--- config.mk ---
export PLATFORM = sky130hd
export DESIGN_NAME = wake_interrupt_standby_control
export DESIGN_NICKNAME = d
export VERILOG_FILES = /design/src/wake_ctl_pkg.sv /design/src/pin_sync_edge.sv /design/src/wake_interrupt_standby_control.sv
export SDC_FILE = /design/constraint.sdc
export NUM_CORES = 1
export LEC_CHECK = 0
export BUFFER_PORTS_ARGS = -buffer_cell sky130_fd_sc_hd__buf_2
export CORE_MARGIN = 2
export CORE_UTILIZATION = 30
export DETAILED_ROUTE_END_ITERATION = 12
export PLACE_DENSITY = 0.47
export SLEW_MARGIN = 30
export SYNTH_ARGS = -nofsm -noshare
export SYNTH_HDL_FRONTEND = slang
export SYNTH_SLANG_ARGS = --single-unit
--- constraint.sdc ---
create_clock -name i_clk -period 3.7 [get_ports i_clk]
set_clock_uncertainty 0.15 [all_clocks]
set_input_delay 0 -clock i_clk [delete_from_list [all_inputs] [get_ports i_clk]]
set_output_delay 0 -clock i_clk [all_outputs]
set_load 0.005 [all_outputs]
--- src/wake_ctl_pkg.sv ---
package wake_ctl_pkg;

  // ***********************************************************
  // Register location and layout
  // ***********************************************************
  localparam logic [2:0]  REG_ID_VALUE     = 3'h2;  // Address field 010
  localparam int          REG_ID_MSB       = 15;
  localparam int          REG_ID_LSB       = 13;
  localparam int          WRITE_LOCK_BIT   = 12;
  localparam int          MAIN_UV_EN_BIT   = 11;
  localparam int          XCVR_UV_EN_BIT   = 10;
  localparam int          LIN_A_STB_BIT    = 9;
  localparam int          LIN_B_STB_BIT    = 8;
  localparam int          WAKE_A_CTL_LSB   = 6;
  localparam int          WAKE_B_CTL_LSB   = 4;
  localparam int          FRAME_BITS       = 16;
  localparam logic [4:0]  FRAME_BITS_CNT   = 5'h10;

  // ***********************************************************
  // Power-on values
  // ***********************************************************
  localparam logic        WRITE_LOCK_RST   = 1'b0;
  localparam logic        UV_EN_RST        = 1'b0;
  localparam logic        LIN_STB_RST      = 1'b0;
  localparam logic [1:0]  WAKE_CTL_RST     = 2'h0;

  // ***********************************************************
  // Operating mode codes
  // ***********************************************************
  localparam logic [1:0]  MODE_STANDBY     = 2'h0;
  localparam logic [1:0]  MODE_SLEEP       = 2'h1;
  localparam logic [1:0]  MODE_NORMAL_XOFF = 2'h2;
  localparam logic [1:0]  MODE_NORMAL_XON  = 2'h3;

  // Transceiver state, one-hot
  typedef enum logic [2:0] {
    LIN_OFF      = 3'h1,
    LIN_ACTIVE   = 3'h2,
    LIN_LOWPOWER = 3'h4
  } lin_state_t;

endpackage

--- src/pin_sync_edge.sv ---
`timescale 1ns/100ps
`default_nettype none

// ***********************************************************
// Two-stage synchroniser with edge detection
// ***********************************************************
module pin_sync_edge (
  input  wire logic i_clk,
  input  wire logic i_reset_n,
  input  wire logic i_pin,
  input  wire logic i_reset_level,
  output logic      o_level,
  output logic      o_rise,
  output logic      o_fall
);

  typedef struct packed {
    logic meta;
    logic sync;
    logic prev;
  } sync_state_t;

  sync_state_t st_r;
  sync_state_t st_nxt;

  // First stage feeds only the second stage
  always_comb begin
    st_nxt      = st_r;
    st_nxt.meta = i_pin;
    st_nxt.sync = st_r.meta;
    st_nxt.prev = st_r.sync;
  end

  // Reset to zero; the idle level is applied at o_level instead,
  // since an async reset may only load constants
  always_ff @(posedge i_clk or negedge i_reset_n) begin
    if (!i_reset_n) begin
      st_r <= '0;
    end else begin
      st_r <= st_nxt;
    end
  end

  // Edges are seen only between the two settled stages
  assign o_level = st_r.sync ^ i_reset_level;
  assign o_rise  = (st_r.sync & ~st_r.prev) ^ 1'b0;
  assign o_fall  = ~st_r.sync & st_r.prev;

endmodule

`default_nettype wire

--- src/wake_interrupt_standby_control.sv ---
`timescale 1ns/100ps
`default_nettype none

module wake_interrupt_standby_control
  import wake_ctl_pkg::*;
(
  input  wire logic               i_clk,
  input  wire logic               i_reset_n,
  // Serial register interface
  input  wire logic               i_spi_sck,
  input  wire logic               i_spi_cs_n,
  input  wire logic               i_spi_mosi,
  output logic                    o_spi_miso,
  output logic                    o_spi_miso_oe_n,
  // Chip operating mode, from the mode register
  input  wire logic [1:0]         i_operating_mode_field,
  // Event sources (pins or analog comparators)
  input  wire logic               i_main_uv_warn,
  input  wire logic               i_xcvr_uv_warn,
  input  wire logic               i_wake_a,
  input  wire logic               i_wake_b,
  input  wire logic               i_lin_a_bus_wake,
  input  wire logic               i_lin_b_bus_wake,
  // Transceiver control
  output wake_ctl_pkg::lin_state_t o_lin_a_state,
  output wake_ctl_pkg::lin_state_t o_lin_b_state,
  output logic                    o_lin_a_wake_det_en,
  output logic                    o_lin_b_wake_det_en,
  output logic                    o_lin_a_wake_flag_clr,
  output logic                    o_lin_b_wake_flag_clr,
  output logic                    o_xcvr_regulator_on,
  // Interrupt requests, one-cycle pulses
  output logic                    o_main_uv_irq_req,
  output logic                    o_xcvr_uv_irq_req,
  output logic                    o_wake_a_irq_req,
  output logic                    o_wake_b_irq_req,
  output logic                    o_lin_a_wake_irq_req,
  output logic                    o_lin_b_wake_irq_req
);

  // ***********************************************************
  // State
  // ***********************************************************
  typedef struct packed {
    logic        write_lock;
    logic        main_uv_en;
    logic        xcvr_uv_en;
    logic        lin_a_stb;
    logic        lin_b_stb;
    logic [1:0]  wake_a_ctl;
    logic [1:0]  wake_b_ctl;
    logic [15:0] rx_shift;
    logic [15:0] tx_shift;
    logic [4:0]  bit_cnt;
    logic        miso;
    logic        miso_oe_n;
    lin_state_t  lin_a_state;
    lin_state_t  lin_b_state;
    logic        lin_a_det;
    logic        lin_b_det;
    logic        lin_a_clr;
    logic        lin_b_clr;
    logic        xreg_on;
    logic [5:0]  irq;
  } ctl_state_t;

  ctl_state_t st_r;
  ctl_state_t st_nxt;

  // ***********************************************************
  // Input synchronisers
  // ***********************************************************
  localparam int NPIN = 9;
  logic [NPIN-1:0] pin_raw;
  logic [NPIN-1:0] pin_lvl;
  logic [NPIN-1:0] pin_rise;
  logic [NPIN-1:0] pin_fall;
  logic [NPIN-1:0] pin_idle;

  assign pin_raw  = {i_lin_b_bus_wake, i_lin_a_bus_wake, i_wake_b,
                     i_wake_a, i_xcvr_uv_warn, i_main_uv_warn,
                     i_spi_mosi, i_spi_cs_n, i_spi_sck};
  // Chip select idles high so reset never looks like a frame start
  assign pin_idle = 9'h002;

  genvar gi;
  generate
    for (gi = 0; gi < NPIN; gi++) begin : g_sync
      pin_sync_edge u_sync (
        .i_clk         (i_clk),
        .i_reset_n     (i_reset_n),
        .i_pin         (pin_raw[gi] ^ pin_idle[gi]),
        .i_reset_level (pin_idle[gi]),
        .o_level       (pin_lvl[gi]),
        .o_rise        (pin_rise[gi]),
        .o_fall        (pin_fall[gi])
      );
    end
  endgenerate

  logic sck_rise;
  logic sck_fall;
  logic cs_active;
  logic cs_start;
  logic cs_end;
  logic mosi;

  assign sck_rise  = pin_rise[0];
  assign sck_fall  = pin_fall[0];
  assign cs_active = ~pin_lvl[1];
  // Inverted through the idle mapping: rise of stored value = cs falls
  assign cs_start  = pin_rise[1];
  assign cs_end    = pin_fall[1];
  assign mosi      = pin_lvl[2];

  // ***********************************************************
  // Register read image
  // ***********************************************************
  logic [15:0] read_word;
  logic        is_normal;

  always_comb begin
    read_word = 16'h0000;
    read_word[REG_ID_MSB:REG_ID_LSB] = REG_ID_VALUE;
    read_word[WRITE_LOCK_BIT] = st_r.write_lock;
    read_word[MAIN_UV_EN_BIT] = st_r.main_uv_en;
    read_word[XCVR_UV_EN_BIT] = st_r.xcvr_uv_en;
    read_word[LIN_A_STB_BIT]  = st_r.lin_a_stb;
    read_word[LIN_B_STB_BIT]  = st_r.lin_b_stb;
    read_word[WAKE_A_CTL_LSB +: 2] = st_r.wake_a_ctl;
    read_word[WAKE_B_CTL_LSB +: 2] = st_r.wake_b_ctl;
  end

  // Both Normal codes share the upper mode bit
  assign is_normal = (i_operating_mode_field == MODE_NORMAL_XOFF) ||
                     (i_operating_mode_field == MODE_NORMAL_XON);

  // ***********************************************************
  // Next-state logic
  // ***********************************************************
  always_comb begin
    st_nxt = st_r;

    // Frame shifting: sample on rising clock, shift out on falling
    if (cs_start) begin
      st_nxt.tx_shift  = read_word;
      st_nxt.bit_cnt   = 5'h00;
      st_nxt.miso      = read_word[FRAME_BITS-1];
      st_nxt.miso_oe_n = 1'b0;
    end else if (cs_active && sck_rise) begin
      st_nxt.rx_shift = {st_r.rx_shift[14:0], mosi};
      // Saturate at all ones so a long frame never reads as exactly 16
      if (st_r.bit_cnt != '1) begin
        st_nxt.bit_cnt = st_r.bit_cnt + 5'h01;
      end
    end else if (cs_active && sck_fall) begin
      st_nxt.tx_shift = {st_r.tx_shift[14:0], 1'b0};
      st_nxt.miso     = st_r.tx_shift[14];
    end

    // Commit only full frames for this address while unlocked;
    // a short or long frame is dropped to avoid a half-written word
    if (cs_end) begin
      st_nxt.miso_oe_n = 1'b1;
      if (st_r.bit_cnt == FRAME_BITS_CNT && !st_r.write_lock &&
          st_r.rx_shift[REG_ID_MSB:REG_ID_LSB] == REG_ID_VALUE) begin
        st_nxt.write_lock = st_r.rx_shift[WRITE_LOCK_BIT];
        st_nxt.main_uv_en = st_r.rx_shift[MAIN_UV_EN_BIT];
        st_nxt.xcvr_uv_en = st_r.rx_shift[XCVR_UV_EN_BIT];
        st_nxt.lin_a_stb  = st_r.rx_shift[LIN_A_STB_BIT];
        st_nxt.lin_b_stb  = st_r.rx_shift[LIN_B_STB_BIT];
        st_nxt.wake_a_ctl = st_r.rx_shift[WAKE_A_CTL_LSB +: 2];
        st_nxt.wake_b_ctl = st_r.rx_shift[WAKE_B_CTL_LSB +: 2];
      end
    end

    // LIN A standby decode
    if (st_r.lin_a_stb) begin
      st_nxt.lin_a_state = LIN_LOWPOWER;
    end else if (is_normal) begin
      st_nxt.lin_a_state = LIN_ACTIVE;
    end else begin
      st_nxt.lin_a_state = LIN_OFF;
    end
    st_nxt.lin_a_det = st_r.lin_a_stb;
    st_nxt.lin_a_clr = ~st_r.lin_a_stb & is_normal;

    // LIN B standby decode
    if (st_r.lin_b_stb) begin
      st_nxt.lin_b_state = LIN_LOWPOWER;
    end else if (is_normal) begin
      st_nxt.lin_b_state = LIN_ACTIVE;
    end else begin
      st_nxt.lin_b_state = LIN_OFF;
    end
    st_nxt.lin_b_det = st_r.lin_b_stb;
    st_nxt.lin_b_clr = ~st_r.lin_b_stb & is_normal;

    st_nxt.xreg_on = (i_operating_mode_field == MODE_NORMAL_XON);

    // Interrupt requests; one pulse per qualifying edge
    st_nxt.irq[0] = st_r.main_uv_en & pin_rise[3];
    st_nxt.irq[1] = st_r.xcvr_uv_en & pin_rise[4];
    st_nxt.irq[2] = (st_r.wake_a_ctl[0] & pin_rise[5]) |
                    (st_r.wake_a_ctl[1] & pin_fall[5]);
    // Code 11 sets both enables, so both edges fire
    st_nxt.irq[3] = (st_r.wake_b_ctl[0] & pin_rise[6]) |
                    (st_r.wake_b_ctl[1] & pin_fall[6]);
    st_nxt.irq[4] = st_r.lin_a_stb & pin_rise[7];
    st_nxt.irq[5] = st_r.lin_b_stb & pin_rise[8];
  end

  // ***********************************************************
  // State register
  // ***********************************************************
  always_ff @(posedge i_clk or negedge i_reset_n) begin
    if (!i_reset_n) begin
      st_r             <= '0;
      st_r.write_lock  <= WRITE_LOCK_RST;
      st_r.main_uv_en  <= UV_EN_RST;
      st_r.xcvr_uv_en  <= UV_EN_RST;
      st_r.lin_a_stb   <= LIN_STB_RST;
      st_r.lin_b_stb   <= LIN_STB_RST;
      st_r.wake_a_ctl  <= WAKE_CTL_RST;
      st_r.wake_b_ctl  <= WAKE_CTL_RST;
      st_r.miso_oe_n   <= 1'b1;
      st_r.lin_a_state <= LIN_OFF;
      st_r.lin_b_state <= LIN_OFF;
    end else begin
      st_r <= st_nxt;
    end
  end

  // ***********************************************************
  // Outputs
  // ***********************************************************
  assign o_spi_miso            = st_r.miso;
  assign o_spi_miso_oe_n       = st_r.miso_oe_n;
  assign o_lin_a_state         = st_r.lin_a_state;
  assign o_lin_b_state         = st_r.lin_b_state;
  assign o_lin_a_wake_det_en   = st_r.lin_a_det;
  assign o_lin_b_wake_det_en   = st_r.lin_b_det;
  assign o_lin_a_wake_flag_clr = st_r.lin_a_clr;
  assign o_lin_b_wake_flag_clr = st_r.lin_b_clr;
  assign o_xcvr_regulator_on   = st_r.xreg_on;
  assign o_main_uv_irq_req     = st_r.irq[0];
  assign o_xcvr_uv_irq_req     = st_r.irq[1];
  assign o_wake_a_irq_req      = st_r.irq[2];
  assign o_wake_b_irq_req      = st_r.irq[3];
  assign o_lin_a_wake_irq_req  = st_r.irq[4];
  assign o_lin_b_wake_irq_req  = st_r.irq[5];

endmodule

`default_nettype wire

Yosys cells after proc, flatten, opt, wreduce, memory -nomap -nowiden:

Cells that the tools add are included.

* flip-flop bits (word level): 90
* bits of input ports: 13
* output and inout port bits: 19
* logic and storage cells: 119

* add/sub/neg operators: 1
* equality and inequality tests: 6
* mux-type cells: 12
* bitwise operators: 40
* reduce and logical (&&, ||, !) cells: 14

Operators with widths (number)
* $mux W15: 2
* $and A1 B1 Y1: 22
* $mux W21: 1
* $not A1 Y1: 16
* $mux W5: 2
* $reduce_and A2 Y1: 4
* $reduce_bool A2 Y1: 4
* $mux W3: 2
* $add A5 B1 Y5 const B: 1
* $eq A5 B5 Y1 const B: 1
* $ne A5 B5 Y1 const B: 1
* $eq A2 B2 Y1 const B: 2
* $logic_and A1 B1 Y1: 4
* $mux W1: 4
* $eq A3 B2 Y1 const B: 1
* $mux W2: 1
* $ne A2 B2 Y1 const B: 1
* $or A1 B1 Y1: 2
* $logic_not A1 Y1: 1
* $logic_or A1 B1 Y1: 1

Depth between registers and ports, before layout:

Gate-level depths: netlist (run 1).

* depth after elaboration: 6
* depth in mapped cells: 7
* gate-level depth less buffers: 6

Cells and area by module:

Synthesis (run 1) repeated with hierarchy kept, for this count alone.

* cell total of the unflattened synthesis: 226
* area, all modules: 3134.3 sq um

By module, submodules not included
* wake_interrupt_standby_control: instances 1, cells each 172, area an instance 2267.2 sq um, sequential area each 1405.1 sq um
* pin_sync_edge: instances 9, cells each 6, area an instance 96.3 sq um, sequential area each 75.1 sq um

Worst setup path before layout (run 1):

OpenSTA, ideal clock, no wires.

* path kind: reg-to-reg
* start point: reg st_r[19] (netlist bit)
* end point: reg st_r[22] (netlist bit)
* library setup time: 0.125 ns
* arrival: 1.756 ns
* data required time: 3.425 ns
* path slack: 1.669 ns
* stages on the path, launching flop included: 8
* path buffers: 1
* period minus slack after synthesis: 2.031 ns
* cells stage by stage: dfrtp_1 > ha_1 > and3_1 > ha_1 > nor4bb_1 > buf_2 > nand4_1 > mux2_2

* longest elaborated chain between the ends: 4
* elaborated cells on any way between the ends: 7
* classes of those cells: add/sub (1); eq/ne (1); mux (3); reduce/logical (2)

Ends and longest elaborated chain
* from (decl): RTL line wake_interrupt_standby_control.sv:67 `ctl_state_t st_r;`
* from (signal assigned): RTL line wake_interrupt_standby_control.sv:230 `st_r <= st_nxt;`
* $add A5 B1 Y5: RTL line wake_interrupt_standby_control.sv:154 `st_nxt.bit_cnt = st_r.bit_cnt + 5'h01;`
* $mux W5: RTL line wake_interrupt_standby_control.sv:153 `if (st_r.bit_cnt != '1) begin`
* $mux W5: RTL line wake_interrupt_standby_control.sv:150 `end else if (cs_active && sck_rise) begin`
* $mux W21: RTL line wake_interrupt_standby_control.sv:145 `if (cs_start) begin`

Several ways; a longest one is shown, not always the timed one. The select of a mux whose other input is x is not followed.
A chain may end at the register's enable or synchronous reset.

Worst setup path in the final report (run 1):

* start point: reg g_sync[1].u_sync.st_r (netlist bit g_sync[1].u_sync.st_nxt[0])
* end point: reg st_r[44] (netlist bit)

* longest elaborated chain between the ends: 3
* elaborated cells on any way between the ends: 4
* classes of those cells: bitwise (2); reduce/logical (2)

Ends and longest elaborated chain
* from (decl): RTL line pin_sync_edge.sv:23 `sync_state_t st_r;`
* from (signal assigned): RTL line pin_sync_edge.sv:40 `st_r <= st_nxt;`
* $and A1 B1 Y1: RTL line pin_sync_edge.sv:46 `assign o_rise = (st_r.sync & ~st_r.prev) ^ 1'b0;`
* $not A1 Y1 (no source line)
* $reduce_and A2 Y1 (no source line) *

Every way passes the cells marked *; elsewhere a longest branch is shown, timed or not.

==> results of run 1 <==
## layer usage
layer	vias to the layer above	track usage	share of wire
li1	761	-	-
met1	788	0.143	0.51
met2	30	0.122	0.44
met3	7	0.0302	0.034
met4	0	0.0607	0.017
met5	-	0	0
## layout make-up
cell class	count	area, sq um	area share
repair buffers	46	304	0.0851
clock buffers	12	145	0.0406
well taps	133	166	0.0466
flip-flops and latches	82	2060	0.575
inverters	11	41.3	0.0116
clock inverters	4	76.3	0.0214
multi-input cells	91	785	0.220
## registers in the layout, summed over array words and instances, names as in the netlist
name	cells
o_xcvr_uv_irq_req	1
o_lin_a_wake_flag_clr	1
o_lin_b_state	2
o_lin_a_wake_irq_req	1
o_spi_miso_oe_n	1
o_xcvr_regulator_on	1
st_r	32
o_spi_miso	1
o_lin_b_wake_det_en	1
read_word	9
o_lin_a_state	1
g_sync.u_sync.st_r	8
o_lin_a_wake_det_en	1
o_wake_b_irq_req	1
g_sync.u_sync.st_nxt	18
o_lin_b_wake_irq_req	1
o_wake_a_irq_req	1
o_main_uv_irq_req	1
## kinds of logic (layout without fill, tap and decap cells)
kind of cell	Yosys count	count (layout)	share of synthesized area
compound gates	17	17	0.0478
xor+xnor	1	1	0.00296
fa+ha+maj	5	5	0.0211
buf+inv	23	73	0.0423
flops	82	82	0.695
mux	28	28	0.106
simple gates	40	40	0.0854
## cells in the final DEF, fill, tap and decap left out, drive strengths merged, types with 4 or more instances in the layout
cell	count
a221o	7
dfrtp	79
nor2	10
nor2b	4
buf	34
inv	11
ha	5
dlygate4sd3	12
clkbuf	12
and2	8
mux2	26
nand2	5
## metrics by stage
stage | utilization | std cells | power [mW] | area, sq um
6_report | 0.369 | 379 | 1.82 | 3570
5_1_grt | 0.369 | 379 | 1.91 | 3570
4_1_cts | 0.368 | 379 | 1.85 | 3570
3_5_place_dp | 0.333 | 351 | 1.12 | 3230
3_3_place_gp | 0.333 | 351 | 1.11 | 3220
2_1_floorplan | - | 196 | 1.07 | 2960
## power breakdown
group	leakage [nW]	internal [mW]	switching (mW)
Sequential	1.05	0.956	0.0329
Combinational	0.580	0.0618	0.0523
Clock	0.107	0.401	0.316
Total	1.74	1.42	0.402
## worst max path at each step
stage	depth (start not counted)	end	start
after floorplan	7	st_r[22]$_DFFE_PN0P_	st_r[19]$_DFFE_PN0P_
after global placement	3	st_r[36]$_DFFE_PN0P_	g_sync[1].u_sync.st_nxt[0]$_DFF_PN0_
after detailed placement	3	st_r[36]$_DFFE_PN0P_	g_sync[1].u_sync.st_nxt[0]$_DFF_PN0_
after CTS	3	st_r[36]$_DFFE_PN0P_	g_sync[1].u_sync.st_nxt[0]$_DFF_PN0_
after global routing	4	st_r[45]$_DFFE_PN0P_	g_sync[1].u_sync.st_nxt[0]$_DFF_PN0_
final	4	st_r[44]$_DFFE_PN0P_	g_sync[1].u_sync.st_nxt[0]$_DFF_PN0_
==> flow_summary_export.csv, run 1 <==
group,metric,value,unit
run_status,outcome,"complete, no violations",
synthesis,synth.distinct_cells,31,
setup_path,cp_cell_sequence,"ha_1 -> nor4_4 -> buf_4 -> mux2_2",
place,placement.io_buffers,31,
setup_path,r2r_cells,4,
synthesis,synth_common_cells,"sky130_fd_sc_hd__dfrtp_1, sky130_fd_sc_hd__mux2_2, sky130_fd_sc_hd__inv_1",
cts,worstSkewPairLatency,0.35,ns
power,pwr_density_cell,509,mW/mm^2
place,post-dp-hpwl,2760,um
drt,remaining_drc_errors,0,
cts,cts_post_setup_buffers_inserted,0,
setup_path,largest_fanout_on_the_critical_path,19,
drt,drt_wl_total,4720,um
setup_path,critical_path_required,3.78,ns
synthesis,synthFlopType,"sky130_fd_sc_hd__dfrtp_1",
synthesis,asyncSetResetFlopFracSynth,1.00,
timing,min_period_over_period,0.596,
setup_path,timing.critical_path.to_type,"register",
power,ir_drop,0.000140,V
drt,drt-vias-per-instance,4.18,
floorplanning,die_footprint,0.0107,sq mm
grt,grt_start_max_net_pins,83,
setup_path,crit_buf_inv,1,
cts,cts_inserted_buffers,9,
synthesis,post-synth-top-count-cell,"sky130_fd_sc_hd__dfrtp_1",
setup_path,worst_stage_delay_on_the_critical_path,0.49,ns
timing,tightestPinTransition,0.753,ns
synthesis,synth_edf_count,0,
timing,worst_path_setup_slack_after_routing,1.50,ns
timing,timing.setup.tns,0,ns
floorplanning,io_pins,32,
place,finalWeightedCongestion,0.690,
synthesis,synth_area_leader_cell,"sky130_fd_sc_hd__dfrtp_1",
grt,first_global_vias,1450,
timing,slew_violations,0,
timing,rsz0062_at_grt,"no",
cts,cts.root.buffer_cell,"sky130_fd_sc_hd__clkbuf_8",
timing,hold_violations,0,
floorplanning,design.core.area,0.00968,sq mm
hold_path,min-delay-path-class,"input port to asynchronous set/reset pin",
synthesis,synthesis.instances,196,
synthesis,synthDominantCellAreaShare,0.668,
grt,number_of_antenna_violations_at_the_first_check_in_global_routing,0,
cts,cts_hold_buf,12,
cells_and_area,nFillCells,949,
cells_and_area,syn2layout_area_growth,20.8,%
cells_and_area,antenna-diode-count,0,
cells_and_area,drive_gt1_frac,0.329,
grt,overflow,0,
timing,fmax,454,MHz
drt,number_of_iterations_in_the_first_detailed_routing_pass,4,
synthesis,syn_avg_cell_area,15.1,sq um
floorplanning,start_util,0.306,
floorplanning,floorplan.die.height,103,um
setup_path,timing.critical_path.arrival,2.28,ns
drt,vias,1586,
setup_path,reg_to_reg_end,"st_r[44]$_DFFE_PN0P_",
cts,cts.path.max_buffers,2,
grt,first_pass_grt_wire_length,7570,um
timing,setup_viol,0,
drt,avgRoutedWirePerCell,12.5,um
synthesis,synth-seq-area-share,0.695,
floorplanning,rows,36,
drt,antenna_violating_nets_post_route,0,
synthesis,post_synthesis_instance_area,0.00296,sq mm
timing,post-route-min-period,2.20,ns
synthesis,synth.ff_latch_count,82,
drt,drt_first_iter_violations,47,
timing,worst_hold_slack,0.106,ns
floorplanning,die_width,103,um
synthesis,synth_nets,214,
setup_path,crit_path_top_delay_cell,"sky130_fd_sc_hd__ha_1",
cts,cts_tree,"built",
synthesis,synthesis.yosys.warnings,0,
synthesis,synth.top_cells.by_area,"sky130_fd_sc_hd__dfrtp_1, sky130_fd_sc_hd__mux2_2, sky130_fd_sc_hd__dfstp_2",
power,leakage,1.74,nW
cells_and_area,finish.net_count,259,
setup_path,worstSetupStartpointType,"register",
grt,grt_use_total,0.0970,
place,place_ws,1.36,ns
setup_path,critPathTopFamily,"adder cells",
cts,cts_sinks,82,
setup_path,reg_to_reg_critical_path_startpoint,"g_sync[1].u_sync.st_nxt[0]$_DFF_PN0_",
timing,relative_slew_slack,0.498,
setup_path,timing_worst_setup_path_type,"register to register",
run,drv_cap,0,
setup_path,r2r_slack,1.50,ns
cts,cts_htree_levels,3,
cts,clkTransAtPathRegs,0.08,ns
cts,cts.repair.resized,0,
(Power assumes the default switching activity.)
==> inputs of run 2 (changes only) <==
--- a/config.mk
+++ b/config.mk
@@ -9,7 +9,7 @@
 export CORE_MARGIN = 2
 export CORE_UTILIZATION = 30
 export DETAILED_ROUTE_END_ITERATION = 12
-export PLACE_DENSITY = 0.47
+export PLACE_DENSITY = 0.49
 export SLEW_MARGIN = 30
 export SYNTH_ARGS = -nofsm -noshare
 export SYNTH_HDL_FRONTEND = slang
==> constraint.sdc (replaced) <==
create_clock -name i_clk -period 1.9 [get_ports i_clk]
set_clock_uncertainty 0.15 [all_clocks]
set_input_delay 0 -clock i_clk [delete_from_list [all_inputs] [get_ports i_clk]]
set_output_delay 0 -clock i_clk [all_outputs]
set_load 0.005 [all_outputs]
==> flow_summary_export.csv, run 2 (same netlist as run 1, synthesis figures left out) <==
group,metric,value,unit
power,power,3.59,mW
setup_path,critical_path_required,1.97,ns
place,place_ws,-0.131,ns
power,share_seq_of_total_power,0.536,
setup_path,critPathTopFamily,"simple AND/OR/NAND/NOR gates",
cells_and_area,number_of_flip_flops_under_the_largest_register_name,32,
setup_path,timing.critical_path.arrival,2.10,ns
timing,worst_path_setup_slack_after_routing,-0.123,ns
grt,met3_usage,0.0356,
timing,relative_slew_slack,0.629,
power,power_frac_comb,0.083,
setup_path,timing.critical_path.to_type,"register",
drt,drt-vias-per-instance,4.18,
floorplanning,die_footprint,0.0107,sq mm
cells_and_area,finish.net_count,280,
floorplanning,io_pins,32,
place,post-dp-hpwl,2980,um
power,power_report.internal_total,2.81,mW
drt,antenna_violating_nets_post_route,0,
power,p_sw,0.778,mW
grt,first_global_vias,1643,
cells_and_area,mostFrequentLayoutCells,"sky130_fd_sc_hd__dfrtp_1, sky130_fd_sc_hd__buf_2, sky130_fd_sc_hd__mux2_2, sky130_fd_sc_hd__buf_4, sky130_fd_sc_hd__dlygate4sd3_1",
place,placement.io_buffers,31,
setup_path,cp_cell_sequence,"ha_2 -> and3_4 -> ha_4 -> nor4bb_4 -> buf_4 -> nand4_1 -> mux2_4",
cts,cts_sinks,82,
timing,tightestPinTransition,0.556,ns
timing,post-route-min-period,2.02,ns
setup_path,timing_worst_setup_path_type,"register to register",
grt,number_of_antenna_violations_at_the_first_check_in_global_routing,0,
hold_path,min-delay-path-class,"input port to asynchronous set/reset pin",
grt,grt_use_total,0.0993,
setup_path,crit_buf_inv,1,
drt,avgRoutedWirePerCell,12.2,um
floorplanning,design.core.area,0.00968,sq mm
run_status,outcome,"complete, but fails checks",
power,share_clk_of_total_power,0.381,
floorplanning,die_width,103,um
cts,worstSkewPairLatency,0.35,ns
drt,drt_wl_total,4890,um
timing,min_period_over_period,1.06,
setup_path,crit_path_top_delay_cell,"sky130_fd_sc_hd__dfrtp_1",
run,drv_cap,0,
power,leakage,1.87,nW
setup_path,largest_fanout_on_the_critical_path,3,
cells_and_area,antenna-diode-count,0,
timing,rsz0062_at_grt,"yes",
drt,vias,1673,
grt,overflow,0,
timing,setup_viol,12,
floorplanning,rows,36,
drt,remaining_drc_errors,0,
timing,fmax,494,MHz
drt,number_of_iterations_in_the_first_detailed_routing_pass,4,
place,finalWeightedCongestion,0.718,
cts,cts_inserted_buffers,9,
cells_and_area,leading_cell_type_in_the_layout_fill_and_taps_excluded,"sky130_fd_sc_hd__dfrtp_1",
cts,cts_tree,"built",
power,pwr_density_cell,932,mW/mm^2
setup_path,worstSetupStartpointType,"register",
drt,drt_first_iter_violations,45,
run_status,violations_in_the_final_reports,"negative setup slack",
cts,cts.root.buffer_cell,"sky130_fd_sc_hd__clkbuf_8",
cells_and_area,drive_gt1_frac,0.412,
grt,met2_usage,0.147,
cts,cts_htree_levels,3,
grt,first_pass_grt_wire_length,8000,um
power,switching_share,0.217,
grt,grt.met1_usage,0.132,
timing,slew_violations,0,
floorplanning,floorplan.die.height,103,um
grt,grt_start_max_net_pins,44,
cts,clkTransAtPathRegs,0.08,ns
power,ir_drop,0.000269,V
cts,cts.path.max_buffers,2,
cells_and_area,syn2layout_area_growth,30.1,%
grt,grt_max_usage_layer,"met2",
setup_path,worst_stage_delay_on_the_critical_path,0.39,ns
timing,hold_violations,0,
cells_and_area,largest_register,"st_r",
floorplanning,start_util,0.306,
cells_and_area,nFillCells,900,
run 2: changes by cell type in the layout (fill, tap and decap cells not counted), sizes merged:
cell,change
buf,+20
clkinv,+2
clkinvlp,-1
run 2: final cells by class:
class,instances,area (sq um),area share
clock inverters,5,78.8,0.0205
flip-flops and latches,82,2060,0.534
multi-input cells,91,851,0.221
inverters,11,41.3,0.0107
well taps,133,166,0.0432
clock buffers,11,141,0.0367
repair buffers,67,517,0.134
run 2: per-stage QoR:
stage          setup TNS [ns]  area (sq um)   util  instances  hold WS (ns)
2_1_floorplan         -0.0622          2960      -        196        -0.446
3_5_place_dp           -0.360          3370  0.348        365        -0.114
4_1_cts                -0.220          3770  0.389        396        0.0472
5_1_grt                 -1.96          3850  0.398        400        0.0936
6_report               -0.605          3850  0.398        400        0.0406
3_3_place_gp           -0.146          3370  0.348        365        -0.114
run 2: power groups by stage:
| stage | sequential [mW] | clock, mW | combinational [mW] |
|---|---|---|---|
| floorplan | 1.94 | 0 | 0.135 |
| global placement | 1.96 | 0 | 0.246 |
| detailed placement | 1.96 | 0 | 0.250 |
| CTS | 1.92 | 1.42 | 0.281 |
| global route | 1.94 | 1.49 | 0.337 |
| finish | 1.92 | 1.37 | 0.300 |
run 2: timing repair:
action                                 in CTS  in global routing
gates resized for setup                     6                  6
hold buffers                               12                  0
setup endpoints to repair                  12                 21
cloned                                      0                  1
pin swaps                                   2                  4
setup buffers                               3                  3
endpoints found under the hold margin      94                  0
run 2: metal layers:
metal  vias to the layer above  wire length, um
met5                         -                0
met1                       837             2310
met2                        33             2310
met4                         0               70
li1                        796                -
met3                         7              196
run 2: final timing paths:
kind                       slack, ns  cells past startpoint                                  from                              endpoint
hold reg to reg                 0.20                      0  g_sync[7].u_sync.st_nxt[1]$_DFF_PN0_  g_sync[7].u_sync.st_nxt[0]$_DFF_PN0_
hold / removal                  0.04                      2                             i_reset_n       o_lin_a_wake_flag_clr$_DFF_PN0_
max in group asynchronous       0.92                      3                             i_reset_n            o_lin_a_state[0]$_DFF_PN1_
setup reg to reg               -0.12                      7                  st_r[19]$_DFFE_PN0P_                  st_r[22]$_DFFE_PN0P_
min in group i_clk              0.13                      2                              i_wake_a  g_sync[5].u_sync.st_nxt[1]$_DFF_PN0_
setup / recovery               -0.12                      7                  st_r[19]$_DFFE_PN0P_                  st_r[22]$_DFFE_PN0P_
==> inputs of run 3 (changes only) <==
--- a/config.mk
+++ b/config.mk
@@ -7,9 +7,10 @@
 export LEC_CHECK = 0
 export BUFFER_PORTS_ARGS = -buffer_cell sky130_fd_sc_hd__buf_2
 export CORE_MARGIN = 2
-export CORE_UTILIZATION = 30
+export CORE_UTILIZATION = 50
 export DETAILED_ROUTE_END_ITERATION = 12
-export PLACE_DENSITY = 0.49
+export PLACE_DENSITY = 0.73
+export SETUP_SLACK_MARGIN = 0.05
 export SLEW_MARGIN = 30
 export SYNTH_ARGS = -nofsm -noshare
 export SYNTH_HDL_FRONTEND = slang
==> flow_summary_export.csv, run 3 (same netlist as run 1, synthesis figures left out) <==
group,metric,value,unit
drt,drt-vias-per-instance,4.86,
place,post-dp-hpwl,3040,um
cts,worstSkewPairLatency,0.34,ns
hold_path,min-delay-path-class,"input port to asynchronous set/reset pin",
drt,drt_first_iter_violations,116,
drt,drt_wl_total,4700,um
cells_and_area,largest_register,"st_r",
drt,number_of_iterations_in_the_first_detailed_routing_pass,4,
setup_path,timing_worst_setup_path_type,"register to register",
cells_and_area,stdcell_area,0.00379,sq mm
floorplanning,start_util,0.509,
place,placement.io_buffers,31,
cts,cts_tree,"built",
timing,timing.setup.tns,-1.09,ns
timing,tightestPinTransition,0.560,ns
grt,number_of_antenna_violations_at_the_first_check_in_global_routing,0,
cts,clkTransAtPathRegs,0.07,ns
grt,first_pass_grt_wire_length,7950,um
floorplanning,design.core.area,0.00582,sq mm
setup_path,worstSetupStartpointType,"register",
grt,overflow,0,
drt,remaining_drc_errors,0,
drt,antenna_violating_nets_post_route,0,
cells_and_area,antenna-diode-count,0,
grt,grt_use_total,0.166,
timing,worst_path_setup_slack_after_routing,-0.109,ns
grt,first_global_vias,1682,
timing,rsz0062_at_grt,"yes",
power,ir_drop,0.000497,V
cells_and_area,leading_cell_type_in_the_layout_fill_and_taps_excluded,"sky130_fd_sc_hd__dfrtp_1",
drt,vias,1671,
setup_path,largest_fanout_on_the_critical_path,5,
cells_and_area,mostFrequentLayoutCells,"sky130_fd_sc_hd__dfrtp_1, sky130_fd_sc_hd__buf_2, sky130_fd_sc_hd__buf_4, sky130_fd_sc_hd__mux2_2",
floorplanning,die_width,80.9,um
floorplanning,die_footprint,0.00655,sq mm
run_status,violations_in_the_final_reports,"negative setup slack",
cells_and_area,drive_gt1_frac,0.416,
cells_and_area,nFillCells,441,
floorplanning,floorplan.die.height,80.9,um
timing,hold_violations,0,
cts,cts.root.buffer_cell,"sky130_fd_sc_hd__clkbuf_8",
power,pwr_density_cell,889,mW/mm^2
setup_path,timing.critical_path.to_type,"register",
cells_and_area,number_of_flip_flops_under_the_largest_register_name,32,
drt,avgRoutedWirePerCell,13.7,um
setup_path,timing.critical_path.arrival,2.09,ns
floorplanning,rows,28,
timing,setup_viol,13,
cts,cts.path.max_buffers,2,
place,place_ws,-0.163,ns
place,finalWeightedCongestion,0.799,
run,drv_cap,0,
cts,cts_inserted_buffers,9,
cells_and_area,regArea,0.00206,sq mm
cells_and_area,finish.net_count,283,
cells_and_area,syn2layout_area_growth,27.9,%
timing,min_period_over_period,1.06,
cts,cts_sinks,82,
timing,post-route-min-period,2.01,ns
timing,fmax,498,MHz
cts,cts_htree_levels,3,
floorplanning,io_pins,32,
power,leakage,1.87,nW
run_status,outcome,"complete, but fails checks",
cells_and_area,final_core_utilization,0.651,
cells_and_area,area_of_the_multi_input_gates,887,sq um
setup_path,critical_path_required,1.98,ns
timing,slew_violations,0,
grt,grt_start_max_net_pins,46,
timing,relative_slew_slack,0.626,
place,placement.cell_area,0.00334,sq mm
-- run 3: changes by cell type in the layout (fill, tap and decap cells not counted), sizes merged --
cell / change
clkinvlp: +1
clkinv: -2
bufinv: -2
buf: +3
clkbuf: +2
-- run 3: metal layers --
| layer | vias up | track usage | wire [um] |
|---|---|---|---|
| met5 | - | 0 | 0 |
| met4 | 0 | 0.0915 | 99 |
| met3 | 10 | 0.0400 | 178 |
| met2 | 20 | 0.247 | 2260 |
| met1 | 838 | 0.227 | 2170 |
| li1 | 803 | - | - |
-- run 3: timing repair --
item,CTS,global route
gates resized for setup,9,3
buffers inserted,4,3
hold buffers,12,0
setup endpoints to repair,22,35
hold endpoints to repair,96,0
pin swaps,3,4
cloned,1,0
-- run 3: worst paths after layout --
kind / slack (ns) / cells after the start / end / from
max in group asynchronous: 0.99 / 3 / g_sync[4].u_sync.st_r[0]$_DFF_PN0_ / i_reset_n
worst max-delay path: -0.11 / 7 / st_r[22]$_DFFE_PN0P_ / st_r[20]$_DFFE_PN0P_
min in group i_clk: 0.15 / 2 / g_sync[6].u_sync.st_nxt[1]$_DFF_PN0_ / i_wake_b
worst min register to register: 0.20 / 0 / g_sync[6].u_sync.st_nxt[0]$_DFF_PN0_ / g_sync[6].u_sync.st_nxt[1]$_DFF_PN0_
worst min-delay path: 0.05 / 2 / g_sync[1].u_sync.st_nxt[1]$_DFF_PN0_ / i_reset_n
worst max register to register: -0.11 / 7 / st_r[22]$_DFFE_PN0P_ / st_r[20]$_DFFE_PN0P_
-- run 3: worst max-delay path, cell delays in order, from the launching register on --
cell                       delay [ns]
sky130_fd_sc_hd__dfrtp_1         0.39
sky130_fd_sc_hd__ha_2            0.20
sky130_fd_sc_hd__and3_4          0.18
sky130_fd_sc_hd__ha_4            0.16
sky130_fd_sc_hd__nor4bb_4        0.25
sky130_fd_sc_hd__buf_4           0.17
sky130_fd_sc_hd__nand4_1         0.10
sky130_fd_sc_hd__mux2_4          0.31
-- run 3: area by class of cell --
class | count | share of cell area
Inverter | 11 | 0.0109
Tap cell | 75 | 0.0248
Timing Repair Buffer | 70 | 0.139
Clock inverter | 2 | 0.00330
Multi-Input combinational cell | 91 | 0.234
Sequential cell | 82 | 0.543
Clock buffer | 13 | 0.0446
-- run 3: through the flow --
stage / hold WS, ns / total power [mW] / std cells
finish: 0.0515 / 3.37 / 344
global route: 0.102 / 3.52 / 344
CTS: 0.0545 / 3.40 / 341
detailed placement: -0.119 / 2.23 / 309
global placement: -0.130 / 2.21 / 309
floorplan: -0.446 / 2.09 / 196
-- run 3: power by group --
part	internal, mW	leakage [nW]	switching, mW	total, mW
logic	0.183	0.729	0.122	0.305
registers	1.86	1.05	0.0639	1.93
clock network	0.573	0.0915	0.562	1.14
total	2.62	1.87	0.748	3.37
